<file path="src/common/cpw_pkg.sv">
// constants and register map of the compare, pulse and watchdog block
// Contract
// match sets flag, flag may request interrupt
// flag stays set until software clears it
// low byte write clears, high sets compare_enable
// software writes low byte before high byte
// high speed output toggles pin on match
// frequency mode toggles, adds high to low
// frequency is clock over twice high byte
// 8-bit pulse: high on match, low overflow
// 8-bit pulse reloads low from high byte
// 8-bit duty is (256 - high)/256
// cleared compare_enable gives constant low pulse
// 16-bit pulse: high on match, low overflow
// software updates 16-bit duty on match interrupts
// module 2 is watchdog when enabled
// watchdog freezes counter, timebase, idle, module 2
// watchdog forces counter on, counter_run reads own
// update write loads counter high plus offset
// low overflow on update match resets system
// writing one to module 2 flag forces reset
// lock keeps watchdog on until reset
// reset: watchdog on, divide 12, bytes zero
// software disables watchdog before reconfiguring it
// reset request is a registered pulse
package cpw_pkg;
   localparam logic [7:0] CTRL_OFS = 8'h00;
   localparam logic [7:0] MODE_OFS = 8'h04;
   localparam logic [7:0] CNTL_OFS = 8'h08;
   localparam logic [7:0] CNTH_OFS = 8'h0c;
   localparam logic [7:0] CPM_BASE = 8'h10;
   localparam logic [7:0] CPL_BASE = 8'h20;
   localparam logic [7:0] CPH_BASE = 8'h24;
   localparam int CPM_STEP = 4;
   localparam int CP_STEP = 8;
   localparam int NUM_MOD = 3;
   localparam int WD_MOD = 2;
   localparam int CF_BIT = 7;
   localparam int CR_BIT = 6;
   localparam int IDLE_SUSPEND_BIT = 7;
   localparam int WATCHDOG_ENABLE_BIT = 6;
   localparam int WATCHDOG_LOCK_BIT = 5;
   localparam int CPS_LSB = 1;
   localparam int ECF_BIT = 0;
   localparam int PWM16_BIT = 7;
   localparam int ECOM_BIT = 6;
   localparam int MAT_BIT = 3;
   localparam int TOG_BIT = 2;
   localparam int PWM_BIT = 1;
   localparam int ECCF_BIT = 0;
   localparam logic [7:0] CPM_RST = 8'h00;
   localparam logic [7:0] CP_RST = 8'h00;
   localparam logic [15:0] CNT_RST = 16'h0000;
   localparam logic WATCHDOG_ENABLE_RST = 1'b1;
   localparam logic [3:0] DIV12 = 4'hc;
   localparam logic [3:0] DIV4 = 4'h4;
   typedef enum logic [2:0] {
      CPS_DIV12 = 3'b000,
      CPS_DIV4 = 3'b001,
      CPS_T0 = 3'b010,
      CPS_ECI = 3'b011,
      CPS_SYS = 3'b100,
      CPS_EXT = 3'b101
   } cpw_cps_t;
endpackage : cpw_pkg

</file>
<file path="src/logic/cpw_top.sv">
// compare, pulse width, frequency output and watchdog logic with an apb slave
//
// The register offsets and register access over APB were left to the implementer.
`timescale 1ns/1ns
`default_nettype none
module cpw_top (
   input wire logic pclk,
   input wire logic presetn,
   input wire logic psel,
   input wire logic penable,
   input wire logic pwrite,
   input wire logic [7:0] paddr,
   input wire logic [31:0] pwdata,
   output logic [31:0] prdata,
   output logic pready,
   output logic pslverr,
   input wire logic cpu_idle,
   input wire logic alt_tick,
   output logic [cpw_pkg::NUM_MOD-1:0] module_pin,
   output logic irq_req,
   output logic wd_reset_req
);
   import cpw_pkg::*;

   logic pready_reg, pslverr_reg, irq_reg, wd_rst_reg;
   logic [31:0] prdata_reg;
   logic cf_reg, cr_reg, idle_suspend_reg, watchdog_enable_reg, watchdog_lock_reg, ecf_reg;
   logic [2:0] cps_reg;
   logic [15:0] cnt_reg, cnt_next;
   logic [7:0] snap_reg;
   logic [3:0] div_reg, div_lim;
   logic [7:0] mode_reg [NUM_MOD];
   logic [7:0] cpl_reg [NUM_MOD];
   logic [7:0] cph_reg [NUM_MOD];
   logic ccf_reg [NUM_MOD];
   logic pin_reg [NUM_MOD];
   logic m16_s [NUM_MOD];
   logic wr_cpl_s [NUM_MOD];
   logic wr_cph_s [NUM_MOD];
   logic acc, wr, rd_first, wr_ctrl, wr_mode, wd_on, run, tick, lo_ovf, full_ovf, wd_hit;
   logic wd_force, hit;
   logic [7:0] rd_byte;

   // one wait state: the answer comes in the second access cycle
   assign acc = psel && penable;
   assign wr = acc && pready_reg && pwrite;
   assign rd_first = acc && !pready_reg && !pwrite;
   assign wr_ctrl = wr && paddr == CTRL_OFS;
   assign wr_mode = wr && paddr == MODE_OFS;
   assign wd_on = watchdog_enable_reg || watchdog_lock_reg;

   assign prdata = prdata_reg;
   assign pready = pready_reg;
   assign pslverr = pslverr_reg;
   assign irq_req = irq_reg;
   assign wd_reset_req = wd_rst_reg;
   generate
      for (genvar p = 0; p < NUM_MOD; p++) begin : g_pin
         assign module_pin[p] = pin_reg[p];
      end
   endgenerate

   always_ff @(posedge pclk or negedge presetn) begin
      if (!presetn) begin
         pready_reg <= 1'b0;
         pslverr_reg <= 1'b0;
         prdata_reg <= 32'h0000_0000;
      end else begin
         pready_reg <= acc && !pready_reg;
         if (acc && !pready_reg) begin
            prdata_reg <= {24'h00_0000, rd_byte};
            pslverr_reg <= !hit;
         end
      end
   end

   // timebase: the counter only advances, by one, in each cycle that tick is high
   assign run = (cr_reg || wd_on) && !(idle_suspend_reg && cpu_idle);
   assign div_lim = (cps_reg == CPS_DIV4) ? DIV4 : DIV12;

   always_ff @(posedge pclk or negedge presetn) begin
      if (!presetn) begin
         div_reg <= 4'h0;
      end else if (!run || div_reg == div_lim - 4'h1) begin
         div_reg <= 4'h0;
      end else begin
         div_reg <= div_reg + 4'h1;
      end
   end

   always_comb begin
      unique case (cps_reg)
         CPS_DIV12, CPS_DIV4: tick = run && div_reg == div_lim - 4'h1;
         CPS_SYS: tick = run;
         CPS_T0, CPS_ECI, CPS_EXT: tick = run && alt_tick;
         default: tick = 1'b0;
      endcase
   end

   assign cnt_next = cnt_reg + 16'h0001;
   assign lo_ovf = tick && cnt_reg[7:0] == 8'hff;
   assign full_ovf = tick && cnt_reg == 16'hffff;

   // counting wins over a software load in the same cycle
   always_ff @(posedge pclk or negedge presetn) begin
      if (!presetn) begin
         cnt_reg <= CNT_RST;
      end else if (tick) begin
         cnt_reg <= cnt_next;
      end else if (wr && !wd_on && paddr == CNTL_OFS) begin
         cnt_reg[7:0] <= pwdata[7:0];
      end else if (wr && !wd_on && paddr == CNTH_OFS) begin
         cnt_reg[15:8] <= pwdata[7:0];
      end
   end

   // reading the low byte freezes the high byte for a coherent 16-bit read
   always_ff @(posedge pclk or negedge presetn) begin
      if (!presetn) begin
         snap_reg <= 8'h00;
      end else if (rd_first && paddr == CNTL_OFS) begin
         snap_reg <= cnt_reg[15:8];
      end
   end

   always_ff @(posedge pclk or negedge presetn) begin
      if (!presetn) begin
         cf_reg <= 1'b0;
         cr_reg <= 1'b0;
      end else begin
         if (full_ovf) begin
            cf_reg <= 1'b1;
         end else if (wr_ctrl) begin
            cf_reg <= pwdata[CF_BIT];
         end
         if (wr_ctrl) begin
            cr_reg <= pwdata[CR_BIT];
         end
      end
   end

   always_ff @(posedge pclk or negedge presetn) begin
      if (!presetn) begin
         idle_suspend_reg <= 1'b0;
         watchdog_enable_reg <= WATCHDOG_ENABLE_RST;
         watchdog_lock_reg <= 1'b0;
         cps_reg <= CPS_DIV12;
         ecf_reg <= 1'b0;
      end else if (wr_mode) begin
         // a locked watchdog keeps the enable bit of its locking write, so software sees it on only if that write set it
         watchdog_enable_reg <= watchdog_lock_reg ? watchdog_enable_reg : pwdata[WATCHDOG_ENABLE_BIT];
         watchdog_lock_reg <= watchdog_lock_reg || pwdata[WATCHDOG_LOCK_BIT];
         if (!wd_on) begin
            idle_suspend_reg <= pwdata[IDLE_SUSPEND_BIT];
            cps_reg <= pwdata[CPS_LSB+:3];
            ecf_reg <= pwdata[ECF_BIT];
         end
      end
   end

   generate
      for (genvar g = 0; g < NUM_MOD; g++) begin : g_mod
         logic wd_mod, wr_cpm, ecom, mat, tog, pwm, wide, m8;
         assign wd_mod = (g == WD_MOD) && wd_on;
         assign wr_cpm = wr && paddr == CPM_BASE + 8'(CPM_STEP * g);
         assign wr_cpl_s[g] = wr && paddr == CPL_BASE + 8'(CP_STEP * g);
         assign wr_cph_s[g] = wr && paddr == CPH_BASE + 8'(CP_STEP * g);
         assign ecom = mode_reg[g][ECOM_BIT];
         assign mat = mode_reg[g][MAT_BIT];
         assign tog = mode_reg[g][TOG_BIT];
         assign pwm = mode_reg[g][PWM_BIT];
         assign wide = mode_reg[g][PWM16_BIT];
         assign m16_s[g] = tick && ecom && !wd_mod && cnt_next == {cph_reg[g], cpl_reg[g]};
         assign m8 = tick && ecom && !wd_mod && cnt_next[7:0] == cpl_reg[g];

         // module 2 keeps its mode while the watchdog owns it
         always_ff @(posedge pclk or negedge presetn) begin
            if (!presetn) begin
               mode_reg[g] <= CPM_RST;
            end else if (wd_mod) begin
               mode_reg[g] <= mode_reg[g];
            end else if (wr_cpm) begin
               mode_reg[g] <= pwdata[7:0];
            end else if (wr_cpl_s[g]) begin
               mode_reg[g][ECOM_BIT] <= 1'b0;
            end else if (wr_cph_s[g]) begin
               mode_reg[g][ECOM_BIT] <= 1'b1;
            end
         end

         always_ff @(posedge pclk or negedge presetn) begin
            if (!presetn) begin
               cpl_reg[g] <= CP_RST;
            end else if (wr_cpl_s[g]) begin
               cpl_reg[g] <= pwdata[7:0];
            end else if (!wd_mod && ecom && pwm && !tog && !wide && lo_ovf) begin
               cpl_reg[g] <= cph_reg[g];
            end else if (pwm && tog && m8) begin
               // a zero step wraps all 256 counts
               cpl_reg[g] <= cpl_reg[g] + cph_reg[g];
            end
         end

         always_ff @(posedge pclk or negedge presetn) begin
            if (!presetn) begin
               cph_reg[g] <= CP_RST;
            end else if (wr_cph_s[g] && wd_mod) begin
               cph_reg[g] <= cnt_reg[15:8] + cpl_reg[g];
            end else if (wr_cph_s[g]) begin
               cph_reg[g] <= pwdata[7:0];
            end
         end

         // hardware set wins over a software clear in the same cycle
         always_ff @(posedge pclk or negedge presetn) begin
            if (!presetn) begin
               ccf_reg[g] <= 1'b0;
            end else if (m16_s[g] && mat) begin
               ccf_reg[g] <= 1'b1;
            end else if (wr_ctrl) begin
               ccf_reg[g] <= pwdata[g];
            end
         end

         always_ff @(posedge pclk or negedge presetn) begin
            if (!presetn) begin
               pin_reg[g] <= 1'b0;
            end else if (wd_mod) begin
               pin_reg[g] <= pin_reg[g];
            end else if (pwm && !tog) begin
               if (!ecom) begin
                  pin_reg[g] <= 1'b0;
               end else if (wide && full_ovf) begin
                  pin_reg[g] <= {cph_reg[g], cpl_reg[g]} == 16'h0000;
               end else if (wide && m16_s[g]) begin
                  pin_reg[g] <= 1'b1;
               end else if (!wide && lo_ovf) begin
                  pin_reg[g] <= cph_reg[g] == 8'h00;
               end else if (!wide && m8) begin
                  pin_reg[g] <= 1'b1;
               end
            end else if (tog && pwm && m8) begin
               pin_reg[g] <= !pin_reg[g];
            end else if (tog && mat && m16_s[g]) begin
               pin_reg[g] <= !pin_reg[g];
            end
         end
      end
   endgenerate

   // the high byte is compared before the carry from the low byte lands
   assign wd_hit = wd_on && lo_ovf && cph_reg[WD_MOD] == cnt_reg[15:8];
   assign wd_force = wr_ctrl && pwdata[WD_MOD] && wd_on;

   always_ff @(posedge pclk or negedge presetn) begin
      if (!presetn) begin
         wd_rst_reg <= 1'b0;
      end else begin
         wd_rst_reg <= wd_hit || wd_force;
      end
   end

   always_ff @(posedge pclk or negedge presetn) begin
      if (!presetn) begin
         irq_reg <= 1'b0;
      end else begin
         irq_reg <= (cf_reg && ecf_reg) || (ccf_reg[0] && mode_reg[0][ECCF_BIT]) ||
                    (ccf_reg[1] && mode_reg[1][ECCF_BIT]) ||
                    (ccf_reg[2] && mode_reg[2][ECCF_BIT]);
      end
   end

   always_comb begin
      hit = 1'b1;
      rd_byte = 8'h00;
      if (paddr == CTRL_OFS) begin
         rd_byte = {cf_reg, cr_reg, 3'b000, ccf_reg[2], ccf_reg[1], ccf_reg[0]};
      end else if (paddr == MODE_OFS) begin
         rd_byte = {idle_suspend_reg, watchdog_enable_reg, watchdog_lock_reg, 1'b0, cps_reg, ecf_reg};
      end else if (paddr == CNTL_OFS) begin
         rd_byte = cnt_reg[7:0];
      end else if (paddr == CNTH_OFS) begin
         rd_byte = snap_reg;
      end else begin
         hit = 1'b0;
         for (int i = 0; i < NUM_MOD; i++) begin
            if (paddr == CPM_BASE + 8'(CPM_STEP * i)) begin
               rd_byte = mode_reg[i];
               hit = 1'b1;
            end
            if (paddr == CPL_BASE + 8'(CP_STEP * i)) begin
               rd_byte = cpl_reg[i];
               hit = 1'b1;
            end
            if (paddr == CPH_BASE + 8'(CP_STEP * i)) begin
               rd_byte = cph_reg[i];
               hit = 1'b1;
            end
         end
      end
   end
endmodule : cpw_top
`default_nettype wire

</file>
<file path="config.mk">
export PLATFORM = sky130hd
export DESIGN_NAME = cpw_top
export DESIGN_NICKNAME = d
export VERILOG_FILES = /design/src/common/cpw_pkg.sv /design/src/logic/cpw_top.sv
export SDC_FILE = /design/constraint.sdc
export NUM_CORES = 1
export LEC_CHECK = 0
export BUFFER_PORTS_ARGS = -buffer_cell sky130_fd_sc_hd__buf_2
export CAP_MARGIN = 20
export CORE_MARGIN = 5
export CORE_UTILIZATION = 61
export CTS_CLUSTER_SIZE = 20
export DETAILED_ROUTE_END_ITERATION = 10
export PLACE_DENSITY_LB_ADDON = 0.1
export SLEW_MARGIN = 20
export SYNTH_ARGS = -nofsm -noshare
export SYNTH_HDL_FRONTEND = slang
export SYNTH_SLANG_ARGS = --single-unit
</file>
<file path="constraint.sdc">
create_clock -name pclk -period 3.7 [get_ports pclk]
set_input_delay 0 -clock pclk [delete_from_list [all_inputs] [get_ports pclk]]
set_output_delay 0 -clock pclk [all_outputs]
set_load 0.01 [all_outputs]
</file>
Word-level counts from Yosys, hierarchy flattened
Index checks and enable logic that the tools add are counted.
{"block": "word_totals", "output_inout_bits": 39, "register_bits": 127, "input_bits": 47, "elab_cells": 304}
{"block": "classes", "bitwise": 2, "n_eq_ne": 31, "reduce_logical": 145, "muxes": 85, "add_sub_neg": 7}
{"operator": "two-way mux 8 bit", "n": 27}
{"operator": "logical AND 1 bit", "n": 88}
{"operator": "two-way mux 1 bit", "n": 54}
{"operator": "equality test 16 bit", "n": 3}
{"operator": "equality test 8 x 6 -> 1 bit, second input constant", "n": 6}
{"operator": "logical NOT 16 bit", "n": 3}
{"operator": "adder 8 bit", "n": 4}
{"operator": "equality test 8 bit", "n": 4}
{"operator": "logical NOT 8 bit", "n": 4}
{"operator": "nonzero test 3 bit", "n": 9}
{"operator": "equality test 8 x 5 -> 1 bit, second input constant", "n": 3}
{"operator": "inequality test 6 x 2 -> 1 bit, second input constant", "n": 3}
{"operator": "adder 16 x 1 -> 16 bit, second input constant", "n": 1}
{"operator": "equality test 16 bit, second input constant", "n": 1}
{"operator": "equality test 8 x 4 -> 1 bit, second input constant", "n": 2}
{"operator": "two-way mux 16 bit", "n": 1}
{"operator": "logical NOT 1 bit", "n": 15}
{"operator": "AND reduction 2 bit", "n": 7}
{"operator": "nonzero test 2 bit", "n": 7}
{"operator": "equality test 8 x 3 -> 1 bit, second input constant", "n": 1}
{"operator": "equality test 8 bit, second input constant", "n": 1}
{"operator": "logical OR 1 bit", "n": 8}
{"operator": "two-way mux 4 bit", "n": 2}
{"operator": "equality test 3 x 2 -> 1 bit, second input constant", "n": 2}
{"operator": "other kinds (12)", "n": 14}

Logic depth before layout (Yosys ltp)
{"block": "depth", "ltp_word": 16, "mapped_depth": 12, "ltp_nobuf": 11}

Worst setup path before layout
No wires, ideal clock.
{"block": "synth_timing", "path_type": "register -> register", "from": "register cnt_reg[1]", "to": "register pin_reg, in the netlist module_pin[1]", "arrival_time_ns": 3.012, "path_stages_with_launch": 11, "setup_slack_ns": 0.567, "cell_sequence": "dfrtp_1 -> ha_1 -> buf_2 -> nand4_1 -> nor3_1 -> xnor2_1 -> xnor2_1 -> or4b_1 -> or4_1 -> a21o_1 -> a22o_1"}
{"block": "synth_via", "elab_chain_len": 8, "word_cells_on_any_way": 24}
{"item": "start, declared", "line": "cpw_top.sv:29", "text": "logic [15:0] cnt_reg, cnt_next;"}
{"item": "start signal, assigned", "line": "cpw_top.sv:109", "text": "cnt_reg <= cnt_next;"}
{"item": "start signal, assigned", "line": "cpw_top.sv:111", "text": "cnt_reg[7:0] <= pwdata[7:0];"}
{"item": "adder 16 x 1 -> 16 bit or equality test 8 bit (tied branches)", "line": "cpw_top.sv:100, cpw_top.sv:101"}
{"item": "equality test 16 bit or logical AND 1 bit (tied branches)", "line": "cpw_top.sv:173, cpw_top.sv:101"}
{"item": "logical AND 1 bit (on tied branches)", "line": "cpw_top.sv:173, cpw_top.sv:237"}
{"item": "logical AND 1 bit or two-way mux 1 bit (tied branches)", "line": "cpw_top.sv:235, cpw_top.sv:237"}
{"item": "two-way mux 1 bit", "line": "cpw_top.sv:235", "text": "end else if (wide && m16_s[g]) begin"}
{"item": "two-way mux 1 bit", "line": "cpw_top.sv:233", "text": "end else if (wide && full_ovf) begin"}
{"item": "two-way mux 1 bit", "line": "cpw_top.sv:231", "text": "if (!ecom) begin"}
{"item": "two-way mux 1 bit", "line": "cpw_top.sv:230", "text": "end else if (pwm && !tog) begin"}
{"item": "end signal, assigned by index", "line": "cpw_top.sv:229", "text": "pin_reg[g] <= pin_reg[g];"}
{"item": "end signal, assigned by index", "line": "cpw_top.sv:243", "text": "pin_reg[g] <= !pin_reg[g];"}
{"item": "end signal, assigned by index", "line": "cpw_top.sv:245", "text": "pin_reg[g] <= !pin_reg[g];"}
{"item": "end, declared", "line": "cpw_top.sv:36", "text": "logic pin_reg [NUM_MOD];"}
Parallel ways exist; a longest one is shown, timed or not.
A chain may end at the register's enable or synchronous reset.

Worst setup path after layout
Ends and elaborated chain as after synthesis.

==> flow_metrics.tcl <==
set metrics [dict create \
    outcome "finished, final reports clean" \
    hold_path.class "input pin to flip-flop" \
    rsz0062_at_grt "no" \
    hold_viol_final 0 \
    final-instance-count-excl-fill 1375 \
    synth-simple-area-share 0.192 \
    cp_cell_sequence "ha_1, nand4_1, nor3_1, xnor2_1, xnor2_1, or4b_1, or4_1, a21o_1, a22o_1" \
    worst_slew_pin_slew_ns 0.999 \
    antenna_found_initial 1 \
    leakagePower_uw 0.00478 \
    syn-cell-area_mm2 0.00969 \
    avgRoutedWirePerCell_um 23.5 \
    synthMuxAreaShare 0.0783 \
    yosysSeqAreaShare 0.328 \
    r2r-end "module_pin[1]$_DFFE_PN0P_" \
    syn_area_per_cell_um2 8.69 \
    insertion_delay_ns 0.44 \
    synth_xor_xnor_area_share 0.0851 \
    final_nets 1227 \
    drc 0 \
    clkTransAtPathRegs_ns 0.07 \
    critPathBufInv 0 \
    grt_pass1_vias 8496 \
    final_core_util 0.683 \
    die_x_um 136 \
    io_pins 86 \
    clock.fmax_ghz 0.280 \
    fin_crit_sh 0.964 \
    layout_setup_ws_ns 0.134 \
    grt_pass1_wl_mm 50.0 \
    synth_fa_ha_area_frac 0.0470 \
    min_period_ns 3.57 \
    die_area_mm2 0.0185 \
    core-area_mm2 0.0157 \
    cpPeakStageDelay_ns 0.57 \
    synth.distinct_cells 75 \
    grt_usage 0.357 \
    critical-path-top-delay-family "simple AND/OR/NAND/NOR gates" \
    numCtsBuffers 17 \
    path_max_fanout 8 \
    start_kind "flip-flop" \
    port_buffers 37 \
    arrival_ns 3.89 \
    root_buffer "clkbuf_16" \
    max_slew_margin 0.325 \
    clock-sinks 127 \
    drive_gt1_frac 0.160 \
    area_growth_pct 10.8 \
    num_rows 46 \
    n_antenna_cell 0 \
    critPathLaunch "cnt_reg[1]$_DFFE_PN0P_" \
    cts_tree "yes" \
    synth_top_family_by_area "compound AO/OA/AOI/OAI gates" \
    yosys_warnings 0 \
    path_class "flip-flop to flip-flop" \
    setup_viol 0 \
    fin_setup_tns_ns 0 \
    die_height_um 136 \
    overflow 0 \
    final.setup_skew_ns 0.00787 \
    crit_required_ns 4.03 \
    synth-main-ff-cell "dfrtp_1" \
    viasPerCell 6.73 \
    r2r_slack_ns 0.13 \
    drt-initial-drc-count 1356 \
    synthCells 1115 \
    drv_slew 0 \
    clock_path_buffers 2 \
    endpoint "module_pin[1]$_DFFE_PN0P_" \
    dp_slack_ns 0.280 \
    place.gp.congestion 1.01 \
    dp_cells 1341 \
    via_count 9250 \
    wl_mm 32.3 \
    cp.depth 9 \
    rr_worst_depth 9 \
    drv_cap 0 \
    fillers 1279 \
    ir_drop_mv 0.338 \
    synth-edff-count 0 \
    pwr_density_cell_mw_per_mm2 311 \
    dp_hpwl_mm 22.8 \
    r2r-start "cnt_reg[1]$_DFFE_PN0P_" \
    drtPass1Iterations 7 \
    grt_start_max_net_pins 103 \
    cts_setup_buffers 0 \
    path_common_cell "xnor2_1" \
    antenna_left 0 \
    ys_async_sr_fraction 1.00 \
    htree_levels 4 \
    ys_ff_latch 127 \
    crit_path_end_kind "flip-flop" \
    synth_compound_area_frac 0.209 \
    slowest_stage "or4b_1" \
    start_util 0.617 \
]
==> metrics by stage <==
| stage | hold slack (ns) | power, uW | cell area, um2 |
|---|---|---|---|
| after floorplan | -0.296 | 1530 | 9780 |
| after global placement | 0.168 | 1610 | 10100 |
| after detailed placement | 0.176 | 1610 | 10100 |
| after CTS | 0.00799 | 3350 | 10700 |
| after global routing | 0.0159 | 3430 | 10700 |
| final | 0.0360 | 3340 | 10700 |
==> synth_stat cells (11+ instances only) <==
cell,n,area share
dfrtp_1,126,0.33
a21o_1,13,0.010
nand3_1,28,0.014
mux2i_1,14,0.014
ha_1,30,0.039
o211ai_1,20,0.015
nor3_1,24,0.012
nor2b_1,11,0.0071
nand2_1,107,0.041
o21ai_0,80,0.041
mux2_2,55,0.064
inv_1,35,0.014
xor2_1,32,0.029
nand4_1,15,0.0097
clkbuf_1,55,0.021
nor4_1,18,0.012
xnor2_1,50,0.045
buf_4,28,0.022
a22oi_1,19,0.015
a211oi_1,14,0.011
nor2_1,85,0.033
and3_1,13,0.0084
a21oi_1,68,0.035
==> tightest hold or removal path, stage by stage <==
cell and delay (ns):
buf_2 0.25, nand2_1 0.10, o21ai_0 0.07
==> power by group <==
part / internal [uW] / total [uW] / switching [uW]
logic: 46.1 / 176 / 130
registers: 1400 / 1410 / 13.2
clock network: 1030 / 1750 / 720
total: 2480 / 3340 / 863
==> area by class of cell <==
cell class                 count  area [um2]  share of cell area
multi-input combinational    886        6040               0.562
sequential                   127        3180               0.296
timing repair buffer          79         512              0.0477
clock buffer                  18         439              0.0409
tap                          216         270              0.0252
clock inverter                14         169              0.0157
inverter                      35         131              0.0122
==> cells in the final DEF (no fill, tap or decap), drive strengths merged, types with 11 or more instances in the layout <==
cell type and count:
mux2 55, xor2 32, ha 30, dfrtp 126, nand4 16, a211oi 15, clkbuf 18, xnor2 51
buf 77, nor3 26, nor2b 11, a21oi 68, nor4 18, inv 43, conb 24, o21ai 80
o211ai 20, a21o 13, a22oi 19, nand2 108, nand3 29, nor2 85, and3 13, mux2i 14
==> how the worst min path moves through the flow <==
stage	from	end	slack, ns	depth (start not counted)
floorplan	presetn	ccf_reg[0]$_DFFE_PN0P_	-0.30	0
global placement	presetn	cpl_reg[23]$_DFFE_PN0P_	0.17	1
detailed placement	presetn	cpl_reg[23]$_DFFE_PN0P_	0.18	1
CTS	pwdata[1]	cph_reg[17]$_DFFE_PN0P_	0.008	3
global route	pwdata[1]	cph_reg[17]$_DFFE_PN0P_	0.02	3
finish	pwdata[1]	cph_reg[17]$_DFFE_PN0P_	0.04	3
==> kinds of logic after synthesis <==
group	after synthesis
AOI/OAI and AO/OA	305
xor gates and xnor gates	87
adders and majority gates	34
buffers and inverters	125
DFF	127
muxes	69
other	1
and+or+nand+nor	367
==> timing repair <==
action	in CTS	in global routing
endpoints found under the setup margin	0	1
hold buffers	2	0
resized for setup	0	1
hold endpoints to repair	104	0
==> metal layers <==
layer,up-vias,routed length (um),global-route usage
met2,627,13300,0.494
li1,4139,-,-
met1,4339,13100,0.506
met4,2,1720,0.163
met3,143,4200,0.115
met5,-,36,0
Note: power is estimated with default switching activity, not from simulation.
